File: config.mk
export PLATFORM = sky130hd
export DESIGN_NAME = rfc_config
export DESIGN_NICKNAME = d
export VERILOG_FILES = /design/src/rfc_pkg.sv /design/src/rfc_config.sv /design/src/rfc_fifo.sv
export SDC_FILE = /design/constraint.sdc
export NUM_CORES = 1
export LEC_CHECK = 0
export ABC_CLOCK_PERIOD_IN_PS = 8700
export BUFFER_PORTS_ARGS = -buffer_cell sky130_fd_sc_hd__buf_2
export CORE_ASPECT_RATIO = 0.6
export CORE_UTILIZATION = 30
export DETAILED_ROUTE_END_ITERATION = 12
export PLACE_DENSITY = 0.46
export SLEW_MARGIN = 40
export SYNTH_ARGS = -nofsm -noshare
export SYNTH_HDL_FRONTEND = slang
export SYNTH_SLANG_ARGS = --single-unit
export TNS_END_PERCENT = 20
File: constraint.sdc
create_clock -name i_clock -period 8.7 [get_ports i_clock]
set_input_delay 0.87 -clock i_clock [delete_from_list [all_inputs] [get_ports i_clock]]
set_output_delay 0.87 -clock i_clock [all_outputs]
set_load 0.01 [all_outputs]
File: src/rfc_pkg.sv
// constants, field layouts and carrier types of the serial command registers
// assumes 16-bit command frames shifted msb first by the host
package rfc_pkg;
  localparam int FRAME_BITS = 16;
  localparam int BYTE_BITS = 8;
  localparam int TX_FIFO_DEPTH = 8;
  // command codes and their widths
  localparam logic [7:0] CMD_TX_BYTE = 8'hb8;
  localparam logic [3:0] CMD_FREQ = 4'ha;
  localparam logic [4:0] CMD_RX_CTRL = 5'h12;
  localparam logic [7:0] CMD_BB_FILTER_TYPE_SELECT = 8'hc2;
  // values after reset
  localparam logic [15:0] FREQ_RESET = 16'ha680;
  localparam logic [15:0] RX_CTRL_RESET = 16'h9080;
  localparam logic [15:0] BB_FILTER_TYPE_SELECT_RESET = 16'hc22c;
  localparam logic [7:0] TX_BYTE_RESET = 8'haa;
  // channel word limits
  localparam logic [11:0] CHAN_MIN = 12'h060;
  localparam logic [11:0] CHAN_MAX = 12'hf3f;
  localparam logic [15:0] CHAN_DIVISOR = 16'h0fa0;
  // field positions in the receiver control word
  localparam int RX_ROLE_BIT = 10;
  localparam int RX_VDS_LSB = 8;
  localparam int RX_BW_LSB = 5;
  localparam int RX_GAIN_LSB = 3;
  localparam int RX_THR_LSB = 0;
  // field positions in the baseband filter word
  localparam int BB_AUTO_BIT = 7;
  localparam int BB_FAST_BIT = 6;
  localparam int BB_FILTER_TYPE_SELECT_BIT = 4;
  localparam int BB_DQ_LSB = 0;
  // signal strength threshold: base and step in dBm
  localparam logic signed [8:0] THR_BASE = -9'sd103;
  localparam logic signed [8:0] THR_STEP = 9'sd6;
  localparam logic [2:0] THR_LAST = 3'h5;
  // frequency in half-kHz units: b1 * (b0 * 20000 + chan * 5)
  localparam logic [15:0] HALF_KHZ_PER_MHZ10 = 16'h4e20;
  localparam logic [3:0] HALF_KHZ_PER_CHAN = 4'h5;

  typedef enum logic [1:0] {RFC_VDS_FAST, RFC_VDS_MID, RFC_VDS_SLOW, RFC_VDS_CONT} rfc_vds_e;

  typedef struct packed {
    logic pin_role_select;
    rfc_vds_e valid_detect_speed;
    logic [8:0] baseband_bw_khz;
    logic [4:0] lna_gain_db;
    logic signed [8:0] strength_threshold_dbm;
    logic reserved_code;
  } rfc_rx_cfg_s;

  typedef struct packed {
    logic recovery_fast;
    logic filter_type_select;
    logic [2:0] quality_threshold;
  } rfc_bb_cfg_s;
endpackage : rfc_pkg
File: src/rfc_config.sv
// serial command-word configuration logic: frame receiver, streamed transmit bytes,
// carrier channel word, receiver control word and baseband filter word
// assumes select_n, sck and sdi come from the host unsynchronised; strength and lock from local logic
// Operation
// (RULE_01) after one transmit command byte, further bytes under select load transmit data
// (RULE_02) sdo shows transmit-register-empty while streaming; host waits for it
// (RULE_03) code in bits 15..12 marks channel word; bits 11..0 are the channel
// (RULE_04) channel words outside 96..3903 are ignored, previous word kept
// (RULE_05) centre frequency is 10 * multiplier * (base + channel / 4000) MHz
// (RULE_06) code in bits 15..11 marks receiver control; low eleven bits configure
// (RULE_07) bit 10 picks multi-function pin: 0 interrupt input, 1 valid-data output
// (RULE_08) bits 9..8 set valid-data detector speed: fast, mid, slow, continuous
// (RULE_09) bandwidth code maps 1..6 to 400,340,270,200,134,67 kHz; 0 and 7 reserved
// (RULE_10) gain code maps to 0, -6, -14, -20 dB
// (RULE_11) strength compared with threshold -103 + 6 * code; result is status bit 7
// (RULE_12) effective threshold adds the magnitude of the gain setting
// (RULE_13) code in bits 15..8 marks baseband filter word; low byte configures
// (RULE_14) auto lock starts recovery fast, drops to slow once locked
// (RULE_15) manual bit picks fast or slow recovery; sender supplies enough preamble
// (RULE_16) host writes ones into bits 5 and 3 of the filter word
// (RULE_17) filter bit clear selects digital filter, set selects external analog filter
// (RULE_18) host keeps quality threshold below 4 when bit rate nears deviation
// (RULE_19) transmit register holds the byte to send, 0xaa after reset
// (RULE_20) frames shift msb first under select; payload applied when frame completes
`timescale 1ns/1ns
module rfc_config (
  input wire logic i_clock,
  input wire logic i_rst,
  input wire logic i_select_n,
  input wire logic i_sck,
  input wire logic i_sdi,
  output logic o_sdo,
  input wire logic [1:0] i_band,
  input wire logic signed [8:0] i_strength_dbm,
  input wire logic i_recovery_locked,
  input wire logic i_tx_byte_done,
  output logic [7:0] o_tx_byte,
  output logic [11:0] o_channel_value,
  output logic [21:0] o_centre_half_khz,
  output rfc_pkg::rfc_rx_cfg_s o_rx_cfg,
  output rfc_pkg::rfc_bb_cfg_s o_bb_cfg,
  output logic o_status_strength
);
  typedef enum {RFC_IDLE, RFC_FRAME, RFC_STREAM, RFC_HOLD} rfc_state_e;

  // pin synchronisers; stage one is read by stage two only
  logic [2:0] sck_sync_reg, cs_sync_reg;
  logic [1:0] sdi_sync_reg;
  always_ff @(posedge i_clock) begin
    if (i_rst) begin
      sck_sync_reg <= 3'h0;
      cs_sync_reg <= 3'h7;
      sdi_sync_reg <= 2'h0;
    end else begin
      sck_sync_reg <= {sck_sync_reg[1:0], i_sck};
      cs_sync_reg <= {cs_sync_reg[1:0], i_select_n};
      sdi_sync_reg <= {sdi_sync_reg[0], i_sdi};
    end
  end
  logic sck_rise, cs_low;
  assign sck_rise = sck_sync_reg[1] && !sck_sync_reg[2];
  assign cs_low = !cs_sync_reg[1];

  // frame receiver
  rfc_state_e state_reg, state_next;
  logic [15:0] shift_reg, shift_next;
  logic [4:0] cnt_reg, cnt_next;
  logic frame_done, stream_push;
  logic [15:0] shifted;
  assign shifted = {shift_reg[14:0], sdi_sync_reg[1]}; // see (RULE_20)

  always_comb begin
    state_next = state_reg;
    shift_next = shift_reg;
    cnt_next = cnt_reg;
    frame_done = 1'b0;
    stream_push = 1'b0;
    unique case (state_reg)
      RFC_IDLE: begin
        cnt_next = 5'h00;
        if (cs_low) begin
          state_next = RFC_FRAME;
        end
      end
      RFC_FRAME: begin
        if (!cs_low) begin
          state_next = RFC_IDLE;
        end else if (sck_rise) begin
          shift_next = shifted;
          cnt_next = cnt_reg + 5'h01;
          if (cnt_reg == 5'(rfc_pkg::BYTE_BITS - 1) && shifted[7:0] == rfc_pkg::CMD_TX_BYTE) begin
            state_next = RFC_STREAM; // see (RULE_01)
            cnt_next = 5'h00;
          end else if (cnt_reg == 5'(rfc_pkg::FRAME_BITS - 1)) begin
            frame_done = 1'b1; // see (RULE_20)
            state_next = RFC_HOLD;
          end
        end
      end
      RFC_STREAM: begin
        if (!cs_low) begin
          state_next = RFC_IDLE;
        end else if (sck_rise) begin
          shift_next = shifted;
          cnt_next = cnt_reg + 5'h01;
          if (cnt_reg == 5'(rfc_pkg::BYTE_BITS - 1)) begin
            stream_push = 1'b1; // see (RULE_01)
            cnt_next = 5'h00;
          end
        end
      end
      RFC_HOLD: begin
        // extra clocks past sixteen bits are ignored until select rises
        if (!cs_low) begin
          state_next = RFC_IDLE;
        end
      end
    endcase
  end

  always_ff @(posedge i_clock) begin
    if (i_rst) begin
      state_reg <= RFC_IDLE;
      shift_reg <= 16'h0000;
      cnt_reg <= 5'h00;
    end else begin
      state_reg <= state_next;
      shift_reg <= shift_next;
      cnt_reg <= cnt_next;
    end
  end

  // streamed transmit bytes; a byte sent while the buffer is full is lost, so the host must watch sdo
  logic fifo_in_ready, fifo_out_valid;
  logic [7:0] fifo_out_data;
  logic tx_pop;
  logic [7:0] tx_byte_reg, tx_byte_next;
  assign tx_pop = i_tx_byte_done && fifo_out_valid;
  rfc_fifo #(.WIDTH(rfc_pkg::BYTE_BITS), .DEPTH(rfc_pkg::TX_FIFO_DEPTH)) u_tx_fifo (
    .i_clock(i_clock),
    .i_rst(i_rst),
    .i_in_valid(stream_push),
    .o_in_ready(fifo_in_ready),
    .i_in_data(shifted[7:0]),
    .o_out_valid(fifo_out_valid),
    .i_out_ready(i_tx_byte_done),
    .o_out_data(fifo_out_data)
  );
  always_comb begin
    tx_byte_next = tx_byte_reg;
    if (tx_pop) begin
      tx_byte_next = fifo_out_data; // see (RULE_19)
    end
  end
  always_ff @(posedge i_clock) begin
    if (i_rst) begin
      tx_byte_reg <= rfc_pkg::TX_BYTE_RESET; // see (RULE_19)
    end else begin
      tx_byte_reg <= tx_byte_next;
    end
  end
  assign o_tx_byte = tx_byte_reg;
  assign o_sdo = (state_reg == RFC_STREAM) && fifo_in_ready; // see (RULE_02)

  // command words
  logic [15:0] freq_reg, freq_next, rx_reg, rx_next, bb_reg, bb_next;
  logic freq_hit, chan_ok;
  assign freq_hit = frame_done && shifted[15:12] == rfc_pkg::CMD_FREQ; // see (RULE_03)
  assign chan_ok = shifted[11:0] >= rfc_pkg::CHAN_MIN && shifted[11:0] <= rfc_pkg::CHAN_MAX; // see (RULE_04)
  always_comb begin
    freq_next = freq_reg;
    rx_next = rx_reg;
    bb_next = bb_reg;
    if (freq_hit && chan_ok) begin
      freq_next = shifted; // see (RULE_04)
    end
    if (frame_done && shifted[15:11] == rfc_pkg::CMD_RX_CTRL) begin
      rx_next = shifted; // see (RULE_06)
    end
    if (frame_done && shifted[15:8] == rfc_pkg::CMD_BB_FILTER_TYPE_SELECT) begin
      bb_next = shifted; // see (RULE_13)
    end
  end
  always_ff @(posedge i_clock) begin
    if (i_rst) begin
      freq_reg <= rfc_pkg::FREQ_RESET;
      rx_reg <= rfc_pkg::RX_CTRL_RESET;
      bb_reg <= rfc_pkg::BB_FILTER_TYPE_SELECT_RESET;
    end else begin
      freq_reg <= freq_next;
      rx_reg <= rx_next;
      bb_reg <= bb_next;
    end
  end
  assign o_channel_value = freq_reg[11:0];

  // centre frequency: 10 MHz * b1 * (b0 + chan / 4000) in half-kHz steps
  logic [1:0] band_multiplier;
  logic [5:0] band_base;
  logic [21:0] centre_next, centre_reg;
  always_comb begin
    unique case (i_band)
      2'h0: begin
        band_multiplier = 2'h1;
        band_base = 6'h1f;
      end
      2'h1: begin
        band_multiplier = 2'h1;
        band_base = 6'h2b;
      end
      2'h2: begin
        band_multiplier = 2'h2;
        band_base = 6'h2b;
      end
      2'h3: begin
        band_multiplier = 2'h3;
        band_base = 6'h1e;
      end
    endcase
    centre_next = 22'(band_multiplier * (22'(band_base) * rfc_pkg::HALF_KHZ_PER_MHZ10 +
                  22'(freq_reg[11:0]) * rfc_pkg::HALF_KHZ_PER_CHAN)); // see (RULE_05)
  end
  always_ff @(posedge i_clock) begin
    if (i_rst) begin
      centre_reg <= 22'h000000;
    end else begin
      centre_reg <= centre_next;
    end
  end
  assign o_centre_half_khz = centre_reg;

  // receiver control decode
  rfc_pkg::rfc_rx_cfg_s rx_cfg;
  logic [2:0] thr_code;
  always_comb begin
    thr_code = rx_reg[rfc_pkg::RX_THR_LSB +: 3];
    rx_cfg.pin_role_select = rx_reg[rfc_pkg::RX_ROLE_BIT]; // see (RULE_07)
    rx_cfg.valid_detect_speed = rfc_pkg::rfc_vds_e'(rx_reg[rfc_pkg::RX_VDS_LSB +: 2]); // see (RULE_08)
    unique case (rx_reg[rfc_pkg::RX_BW_LSB +: 3])
      3'h1: rx_cfg.baseband_bw_khz = 9'h190; // see (RULE_09)
      3'h2: rx_cfg.baseband_bw_khz = 9'h154;
      3'h3: rx_cfg.baseband_bw_khz = 9'h10e;
      3'h4: rx_cfg.baseband_bw_khz = 9'h0c8;
      3'h5: rx_cfg.baseband_bw_khz = 9'h086;
      3'h6: rx_cfg.baseband_bw_khz = 9'h043;
      default: rx_cfg.baseband_bw_khz = 9'h000;
    endcase
    unique case (rx_reg[rfc_pkg::RX_GAIN_LSB +: 2])
      2'h0: rx_cfg.lna_gain_db = 5'h00; // see (RULE_10)
      2'h1: rx_cfg.lna_gain_db = 5'h06;
      2'h2: rx_cfg.lna_gain_db = 5'h0e;
      2'h3: rx_cfg.lna_gain_db = 5'h14;
    endcase
    rx_cfg.strength_threshold_dbm = 9'(rfc_pkg::THR_BASE + rfc_pkg::THR_STEP * $signed({1'b0, thr_code}) +
                                      $signed({4'h0, rx_cfg.lna_gain_db})); // see (RULE_11) (RULE_12)
    rx_cfg.reserved_code = thr_code > rfc_pkg::THR_LAST || rx_cfg.baseband_bw_khz == 9'h000;
  end
  assign o_rx_cfg = rx_cfg;

  // strength comparison; a reserved threshold code never reports strength
  logic strength_reg, strength_next;
  always_comb begin
    // thresholds are below zero, so the comparison must stay signed
    strength_next = (thr_code <= rfc_pkg::THR_LAST) &&
                    (i_strength_dbm >= $signed(rx_cfg.strength_threshold_dbm)); // see (RULE_11)
  end
  always_ff @(posedge i_clock) begin
    if (i_rst) begin
      strength_reg <= 1'b0;
    end else begin
      strength_reg <= strength_next;
    end
  end
  assign o_status_strength = strength_reg;

  // clock recovery lock: auto mode starts fast and falls to slow on lock
  logic auto_fast_reg, auto_fast_next;
  logic bb_written;
  // every filter command restarts the fast phase, even one that repeats the stored word
  assign bb_written = frame_done && shifted[15:8] == rfc_pkg::CMD_BB_FILTER_TYPE_SELECT;
  always_comb begin
    auto_fast_next = auto_fast_reg;
    if (bb_written) begin
      auto_fast_next = 1'b1; // see (RULE_14)
    end else if (i_recovery_locked) begin
      auto_fast_next = 1'b0; // see (RULE_14)
    end
  end
  always_ff @(posedge i_clock) begin
    if (i_rst) begin
      auto_fast_reg <= 1'b1;
    end else begin
      auto_fast_reg <= auto_fast_next;
    end
  end
  // bits 5 and 3 of the filter word are the host's concern and are not looked at
  always_comb begin
    if (bb_reg[rfc_pkg::BB_AUTO_BIT]) begin
      o_bb_cfg.recovery_fast = auto_fast_reg; // see (RULE_14)
    end else begin
      o_bb_cfg.recovery_fast = bb_reg[rfc_pkg::BB_FAST_BIT]; // see (RULE_15)
    end
    o_bb_cfg.filter_type_select = bb_reg[rfc_pkg::BB_FILTER_TYPE_SELECT_BIT]; // see (RULE_17)
    o_bb_cfg.quality_threshold = bb_reg[rfc_pkg::BB_DQ_LSB +: 3];
  end
endmodule : rfc_config

File: src/rfc_fifo.sv
// parameterised first-in first-out buffer with valid/ready on both sides
// assumes a single clock and a synchronous active-high reset
`timescale 1ns/1ns
module rfc_fifo #(
  parameter int WIDTH = 8,
  parameter int DEPTH = 8
) (
  input wire logic i_clock,
  input wire logic i_rst,
  input wire logic i_in_valid,
  output logic o_in_ready,
  input wire logic [WIDTH-1:0] i_in_data,
  output logic o_out_valid,
  input wire logic i_out_ready,
  output logic [WIDTH-1:0] o_out_data
);
  localparam int AW = $clog2(DEPTH);
  logic [WIDTH-1:0] mem_reg [DEPTH];
  logic [AW-1:0] wr_reg, wr_next, rd_reg, rd_next;
  logic [AW:0] cnt_reg, cnt_next;
  logic push, pop;

  assign o_in_ready = (cnt_reg != (AW+1)'(DEPTH));
  assign o_out_valid = (cnt_reg != '0);
  assign o_out_data = mem_reg[rd_reg];
  assign push = i_in_valid && o_in_ready;
  assign pop = o_out_valid && i_out_ready;

  always_comb begin
    wr_next = wr_reg;
    rd_next = rd_reg;
    cnt_next = cnt_reg;
    if (push) begin
      wr_next = (wr_reg == AW'(DEPTH - 1)) ? '0 : wr_reg + 1'b1;
    end
    if (pop) begin
      rd_next = (rd_reg == AW'(DEPTH - 1)) ? '0 : rd_reg + 1'b1;
    end
    if (push && !pop) begin
      cnt_next = cnt_reg + 1'b1;
    end else if (pop && !push) begin
      cnt_next = cnt_reg - 1'b1;
    end
  end

  always_ff @(posedge i_clock) begin
    if (i_rst) begin
      wr_reg <= '0;
      rd_reg <= '0;
      cnt_reg <= '0;
    end else begin
      wr_reg <= wr_next;
      rd_reg <= rd_next;
      cnt_reg <= cnt_next;
    end
  end

  // storage carries no reset; contents only count once pushed
  always_ff @(posedge i_clock) begin
    if (push) begin
      mem_reg[wr_reg] <= i_in_data;
    end
  end
endmodule : rfc_fifo

==> qor.yml, run 1 <==
run_status:
  status: "finished, final reports clean"
synth:
  synth_xor_area_share_pct: 2.30
  synth_cells: 935
  ys_top_cells_by_area: "dfxtp_1 22%, edfxtp_1 21%, ha_1 11%"
  yosys.area_share.simple_pct: 15.4
  synth_flop_cell: "dfxtp_1"
  async_reset_ff_share_pct: 0
  muxShareOfSynthArea_pct: 8.19
  synth_edf_count: 64
  syn_area_per_cell_um2: 9.79
  yosysTopAreaCell: "dfxtp_1"
  yosysTopAreaCellShare_pct: 21.9
  yosysSeqAreaShare_pct: 42.9
  synth_top_family_by_area: "simple AND/OR/NAND/NOR gates"
  synthAdderAreaFrac_pct: 13.9
  ys_ff_latch: 164
  yosys_warnings: 0
  ys_types: 67
  synth_area_mm2: 0.00915
  synth_compound_area_share_pct: 11.7
timing:
  holdWs_ns: 0.439
  worst_pin_slew_ns: 0.770
  setup_violations: 0
  timing.setup.tns_ns: 0
  fin_crit_ns: 5.47
  hold_violations: 0
  max_freq_mhz: 183
  clock_skew_ns: 0.0121
  maxSlewHeadroom_pct: 47.2
  drv_slew: 0
  fin_crit_sh_pct: 62.9
  rsz0062_at_grt: "no"
worst_setup_path:
  cp.arrival_ns: 5.79
  r2r_cells: 16
  startpoint_type: "input port"
  cp_max_fo: 12
  cp.required_ns: 9.02
  end_kind: "flip-flop"
  critPathKind: "in -> reg"
floorplan:
  fp.dieW_um: 227
  die_y_um: 137
  core-area_mm2: 0.0300
  ioPinCount: 94
  dieArea_mm2: 0.0312
  start_util_pct: 30.5
  row_count: 49
layout:
  multi_input_area_mm2: 0.00478
  final_cell_count_no_fill: 1424
  largest_reg_flops: 64
  nets: 1116
  fill_cells: 3074
  final_layout_size_suffix_gt1_share_pct: 16.5
  area_growth_pct: 15.7
  seq_area_mm2: 0.00393
  diodes: 0
  final_util_pct: 35.3
route:
  wl_mm: 24.0
  post_drt_wl_per_cell_um: 16.8
  drtIter0Drc: 441
  postRouteAntennaNets: 0
  drc: 0
  dr_total_vias: 6829
  dr.pass1.iters: 5
  viasPerCell: 4.80
clock_network:
  cts_resized: 0
  clock_path_buffers: 2
  cts-root-buf: "clkbuf_16"
  clk_pin_slew_ns: 0.07
  holdBufCountCts: 0
  cts_tree: "yes"
  cts_setup_buffers: 0
  cts_sinks: 164
  clk_latency_ns: 0.44
  cts_made_buffers: 17
  htreeDepth: 4
power:
  p_leak_nw: 4.44
  vdd_drop_max_mv: 0.138
  finalPower_mw: 2.17
  cellPowerDensity_mw_per_mm2: 205
global_routing:
  grt_antenna_before_repair: 0
  grt_overflow: 0
  track_usage_pct: 16.2
  grt_pass1_vias: 6314
  grt_max_degree: 81
  grt_pass1_wl_mm: 38.0
min_path:
  holdPathStages: 1
  worst_hold_path_type: "reg -> reg"
run:
  cap_violations: 0
placement:
  io_buffers: 88
  dp_hpwl_mm: 17.5
  gp_congestion: 0.852
  dp.cells: 1392
-- cells in the final DEF (no fill, tap or decap), types with 8 or more instances in the layout --
| cell type | synthesis | routed |
|---|---|---|
| a21o_1 | 12 | 12 |
| a21oi_1 | 70 | 70 |
| buf_2 | 2 | 87 |
| clkbuf_16 | 0 | 17 |
| dfxtp_1 | 100 | 99 |
| edfxtp_1 | 64 | 64 |
| fa_1 | 11 | 11 |
| ha_1 | 84 | 84 |
| inv_1 | 69 | 69 |
| mux2_2 | 15 | 15 |
| mux2i_1 | 40 | 40 |
| mux4_2 | 8 | 8 |
| nand2_1 | 71 | 71 |
| nand3_1 | 13 | 13 |
| nor2_1 | 112 | 106 |
| nor2b_1 | 30 | 30 |
| nor3_1 | 19 | 17 |
| o21ai_0 | 27 | 25 |
| xnor2_1 | 13 | 13 |
| xor2_1 | 11 | 11 |
-- power by group --
part           internal, mW  total [mW]  switching (mW)
clock                 0.460       0.806           0.347
combinational         0.209       0.492           0.284
sequential            0.841       0.871          0.0298
total                  1.51        2.17           0.660
-- cell usage after synthesis, types with 11 or more instances --
| cell type | number |
|---|---|
| nor2b_1 | 30 |
| a21oi_1 | 70 |
| nor3_1 | 19 |
| xor2_1 | 11 |
| mux2_2 | 15 |
| dfxtp_1 | 100 |
| edfxtp_1 | 64 |
| buf_4 | 15 |
| a21o_1 | 12 |
| o21ai_0 | 27 |
| mux2i_1 | 40 |
| ha_1 | 84 |
| nand2_1 | 71 |
| fa_1 | 11 |
| xnor2_1 | 13 |
| nand3_1 | 13 |
| nor2_1 | 112 |
| clkbuf_1 | 23 |
| inv_1 | 69 |
-- cell type report --
cell class | count | area share, %
clock buffer | 17 | 4.02
clock inverter | 15 | 1.82
inverter | 70 | 2.48
multi-input combinational | 656 | 45.1
sequential | 164 | 37.1
tap | 408 | 4.82
timing repair buffer | 94 | 4.64
-- final timing paths --
kind             startpoint                     to  slack, ns
max reg2reg     freq_reg[5]  o_centre_half_khz[21]       3.60
min reg2reg  cs_sync_reg[0]         cs_sync_reg[1]       0.44
max               i_band[1]  o_centre_half_khz[21]       3.23
min          cs_sync_reg[0]         cs_sync_reg[1]       0.44
-- critical path: stages --
cell	delay, ns
buf_2	0.15
inv_1	0.08
ha_1	0.36
nand2_1	0.37
inv_1	0.19
fa_1	0.51
inv_1	0.05
ha_1	0.23
a211oi_1	0.26
o211ai_1	0.14
a31o_2	0.29
a21oi_1	0.32
a21oi_1	0.16
ha_1	0.41
nand2_1	0.12
nor3_1	0.26
inv_1	0.06
o21ai_0	0.56
nor2_1	0.10
a311o_1	0.29
-- metal layers --
layer | track usage (%) | share of wire [%]
met5 | 0 | 0
met4 | 3.47 | 0.77
met3 | 4.14 | 5.6
met2 | 19.6 | 35
met1 | 27.1 | 59
-- stage by stage --
| stage | area [um^2] | setup slack, ns |
|---|---|---|
| after global routing | 10600 | 2.69 |
| after floorplan | 9160 | 3.53 |
| after detailed placement | 9950 | 2.80 |
| final | 10600 | 3.23 |
| after CTS | 10600 | 3.26 |
| after global placement | 9930 | 2.85 |
-- cell families after synthesis --
logic type      Yosys count
compound gates          172
simple gates            297
other cells               2
mux                      63
xor+xnor                 24
buf+inv                 118
fa+ha+maj                95
flops                   164
(Power assumes the default switching activity.)
==> inputs of run 2 (changes only) <==
--- a/config.mk
+++ b/config.mk
@@ -5,12 +5,12 @@
 export SDC_FILE = /design/constraint.sdc
 export NUM_CORES = 1
 export LEC_CHECK = 0
-export ABC_CLOCK_PERIOD_IN_PS = 8700
+export ABC_CLOCK_PERIOD_IN_PS = 4800
 export BUFFER_PORTS_ARGS = -buffer_cell sky130_fd_sc_hd__buf_2
 export CORE_ASPECT_RATIO = 0.6
 export CORE_UTILIZATION = 30
 export DETAILED_ROUTE_END_ITERATION = 12
-export PLACE_DENSITY = 0.46
+export PLACE_DENSITY = 0.48
 export SLEW_MARGIN = 40
 export SYNTH_ARGS = -nofsm -noshare
 export SYNTH_HDL_FRONTEND = slang
==> constraint.sdc (replaced) <==
create_clock -name i_clock -period 4.8 [get_ports i_clock]
set_input_delay 0.48 -clock i_clock [delete_from_list [all_inputs] [get_ports i_clock]]
set_output_delay 0.48 -clock i_clock [all_outputs]
set_load 0.01 [all_outputs]
==> qor.yml, run 2 (synthesis results as in run 1) <==
worst_setup_path:
  reg2reg_slack_ns: 0.20  # -3.40 ns
  path_cells: "ha_1 -> fa_1 -> fa_1 -> a21o_1 -> a21oi_2 -> buf_4 -> o211ai_1 -> a31o_2 -> a21oi_1 -> o211a_1 -> ha_1 -> a21o_1 -> a211o_1 -> o211ai_1 -> o31ai_1 -> a311o_1"
  cp.arrival_ns: 4.92  # -0.87 ns
  startpoint_type: "flip-flop"
  end_kind: "flip-flop"
  critical_path_depth: 16  # -20%
  critPathKind: "reg -> reg"
  r2r_cells: 16  # unchanged
  cpMaxStageDelayCell: "fa_1"
  cp_max_fo: 5  # -7
  r2r_start: "freq_reg[5]"
  slowest_delay_ns: 0.54  # -0.02 ns
  cp.required_ns: 5.12  # -3.90 ns
  crit_family: "compound AO/OA/AOI/OAI gates"
  rr_endpoint: "o_centre_half_khz[21]"
  critPathBufInv: 1  # -4
floorplan:
  ioPinCount: 94  # unchanged
  dieArea_mm2: 0.0312  # unchanged
  fp.dieW_um: 227  # unchanged
  start_util_pct: 30.5  # unchanged
  core-area_mm2: 0.0300  # unchanged
  row_count: 49  # unchanged
  die_y_um: 137  # unchanged
route:
  viasPerCell: 4.75  # -1.0%
  postRouteAntennaNets: 0  # unchanged
  dr.pass1.iters: 9  # +4
  wl_mm: 24.2  # +0.86%
  post_drt_wl_per_cell_um: 16.5  # -2.2%
  drc: 2  # +2
  drtIter0Drc: 571  # +29%
  dr_total_vias: 6974  # +2.1%
layout:
  final_common_cell: "nor2_1"
  nets: 1161  # +4.0%
  largest_reg_flops: 64  # unchanged
  diodes: 0  # unchanged
  fill_cells: 3024  # -1.6%
  final_util_pct: 36.5  # +1.2 points
  final_layout_size_suffix_gt1_share_pct: 20.9  # +4.4 points
  most-common-layout-cells: "106 x nor2_1, 98 x dfxtp_1, 87 x buf_2, 83 x ha_1, 70 x nand2_1"
  area_growth_pct: 19.6
min_path:
  hold_end: "cs_sync_reg[0]"
  worst_hold_path_type: "in -> reg"
  worstHoldStart: "i_select_n"
  holdPathStages: 2  # +1
run_status:
  violations: "design-rule violations"
  status: "finished with violations"
placement:
  io_buffers: 88  # unchanged
  dp_hpwl_mm: 18.0  # +2.9%
  gp_congestion: 0.874  # +2.6%
run:
  cap_violations: 0  # unchanged
timing:
  fin_crit_ns: 4.60
  max_freq_mhz: 217
  setup_violations: 0  # unchanged
  maxSlewHeadroom_pct: 48.9  # +1.7 points
  fin_crit_sh_pct: 95.9
  timing.setup.tns_ns: 0  # unchanged
  hold_violations: 0  # unchanged
  drv_slew: 0  # unchanged
  worst_pin_slew_ns: 0.766  # -0.00369 ns
  clock_skew_ns: 0.00979  # -0.00235 ns
clock_network:
  clk_pin_slew_ns: 0.07  # about the same
  cts-root-buf: "clkbuf_16"
  cts_made_buffers: 17  # unchanged
  clock_path_buffers: 2  # unchanged
  cts_tree: "yes"
  cts_sinks: 164  # unchanged
  holdBufCountCts: 0  # unchanged
  htreeDepth: 4  # unchanged
  clk_latency_ns: 0.43  # about the same
global_routing:
  grt_pass1_wl_mm: 37.8  # -0.49%
  grt_overflow: 0  # unchanged
  grt_pass1_vias: 6366  # +0.82%
  track_usage_pct: 16.2  # -0.070 points
  grt_antenna_before_repair: 1  # +1
  grt_max_degree: 92  # +14%
power:
  p_leak_nw: 4.67  # +5.1%
  cellPowerDensity_mw_per_mm2: 360  # +76%
  vdd_drop_max_mv: 0.236  # +71%
run 2: cell types whose count changed in the layout (fill, tap and decap cells not counted), sizes merged:
cell | previous run | this run
buf | 94 | 139
bufinv | 3 | 2
clkbuf | 17 | 20
clkinv | 4 | 3
clkinvlp | 3 | 1
inv | 75 | 76
run 2: worst max path at each step:
stage                            from               endpoint  slack (ns)
after CTS                 freq_reg[5]  o_centre_half_khz[21]        0.05
after detailed placement    i_band[1]  o_centre_half_khz[18]       -0.11
after floorplan             i_band[0]  o_centre_half_khz[18]        0.02
final                     freq_reg[5]  o_centre_half_khz[21]        0.20
after global placement      i_band[1]  o_centre_half_khz[20]       -0.08
after global routing      freq_reg[5]  o_centre_half_khz[17]      -0.008
run 2: per-layer routing:
layer | global-route usage [%] | share of wire, %
met3 | 4.05 | 5.2
met1 | 26.7 | 58
met2 | 19.7 | 36
met5 | 0 | 0
met4 | 3.69 | 0.74
run 2: area by class of cell:
class                   count  area (um^2)  area share, %
clock inverters            12          143           1.30
clock buffers              20          447           4.08
multi-input cells         656         4830           44.1
flip-flops and latches    164         3930           35.9
repair buffers            139          830           7.58
well taps                 408          510           4.66
inverters                  70          263           2.40
run 2: metrics by stage:
stage	power [mW]	cell area, um^2	setup slack [ns]	hold WS, ns	instances
final	3.94	10900	0.196	0.243	1469
after floorplan	2.26	9160	0.0237	0.389	938
after CTS	3.97	10900	0.0480	0.215	1467
after global placement	2.54	10200	-0.0756	0.415	1435
after global routing	4.16	10900	-0.00835	0.241	1469
after detailed placement	2.54	10300	-0.107	0.415	1435
run 2: power by group:
part | internal, mW | switching, mW
registers | 1.53 | 0.0855
logic | 0.427 | 0.494
clock network | 0.794 | 0.612
run 2: timing repair:
action                                  4_1_cts  5_1_grt
endpoints found under the setup margin        0        7
resized for setup                             0       17
setup buffers                                 0        2
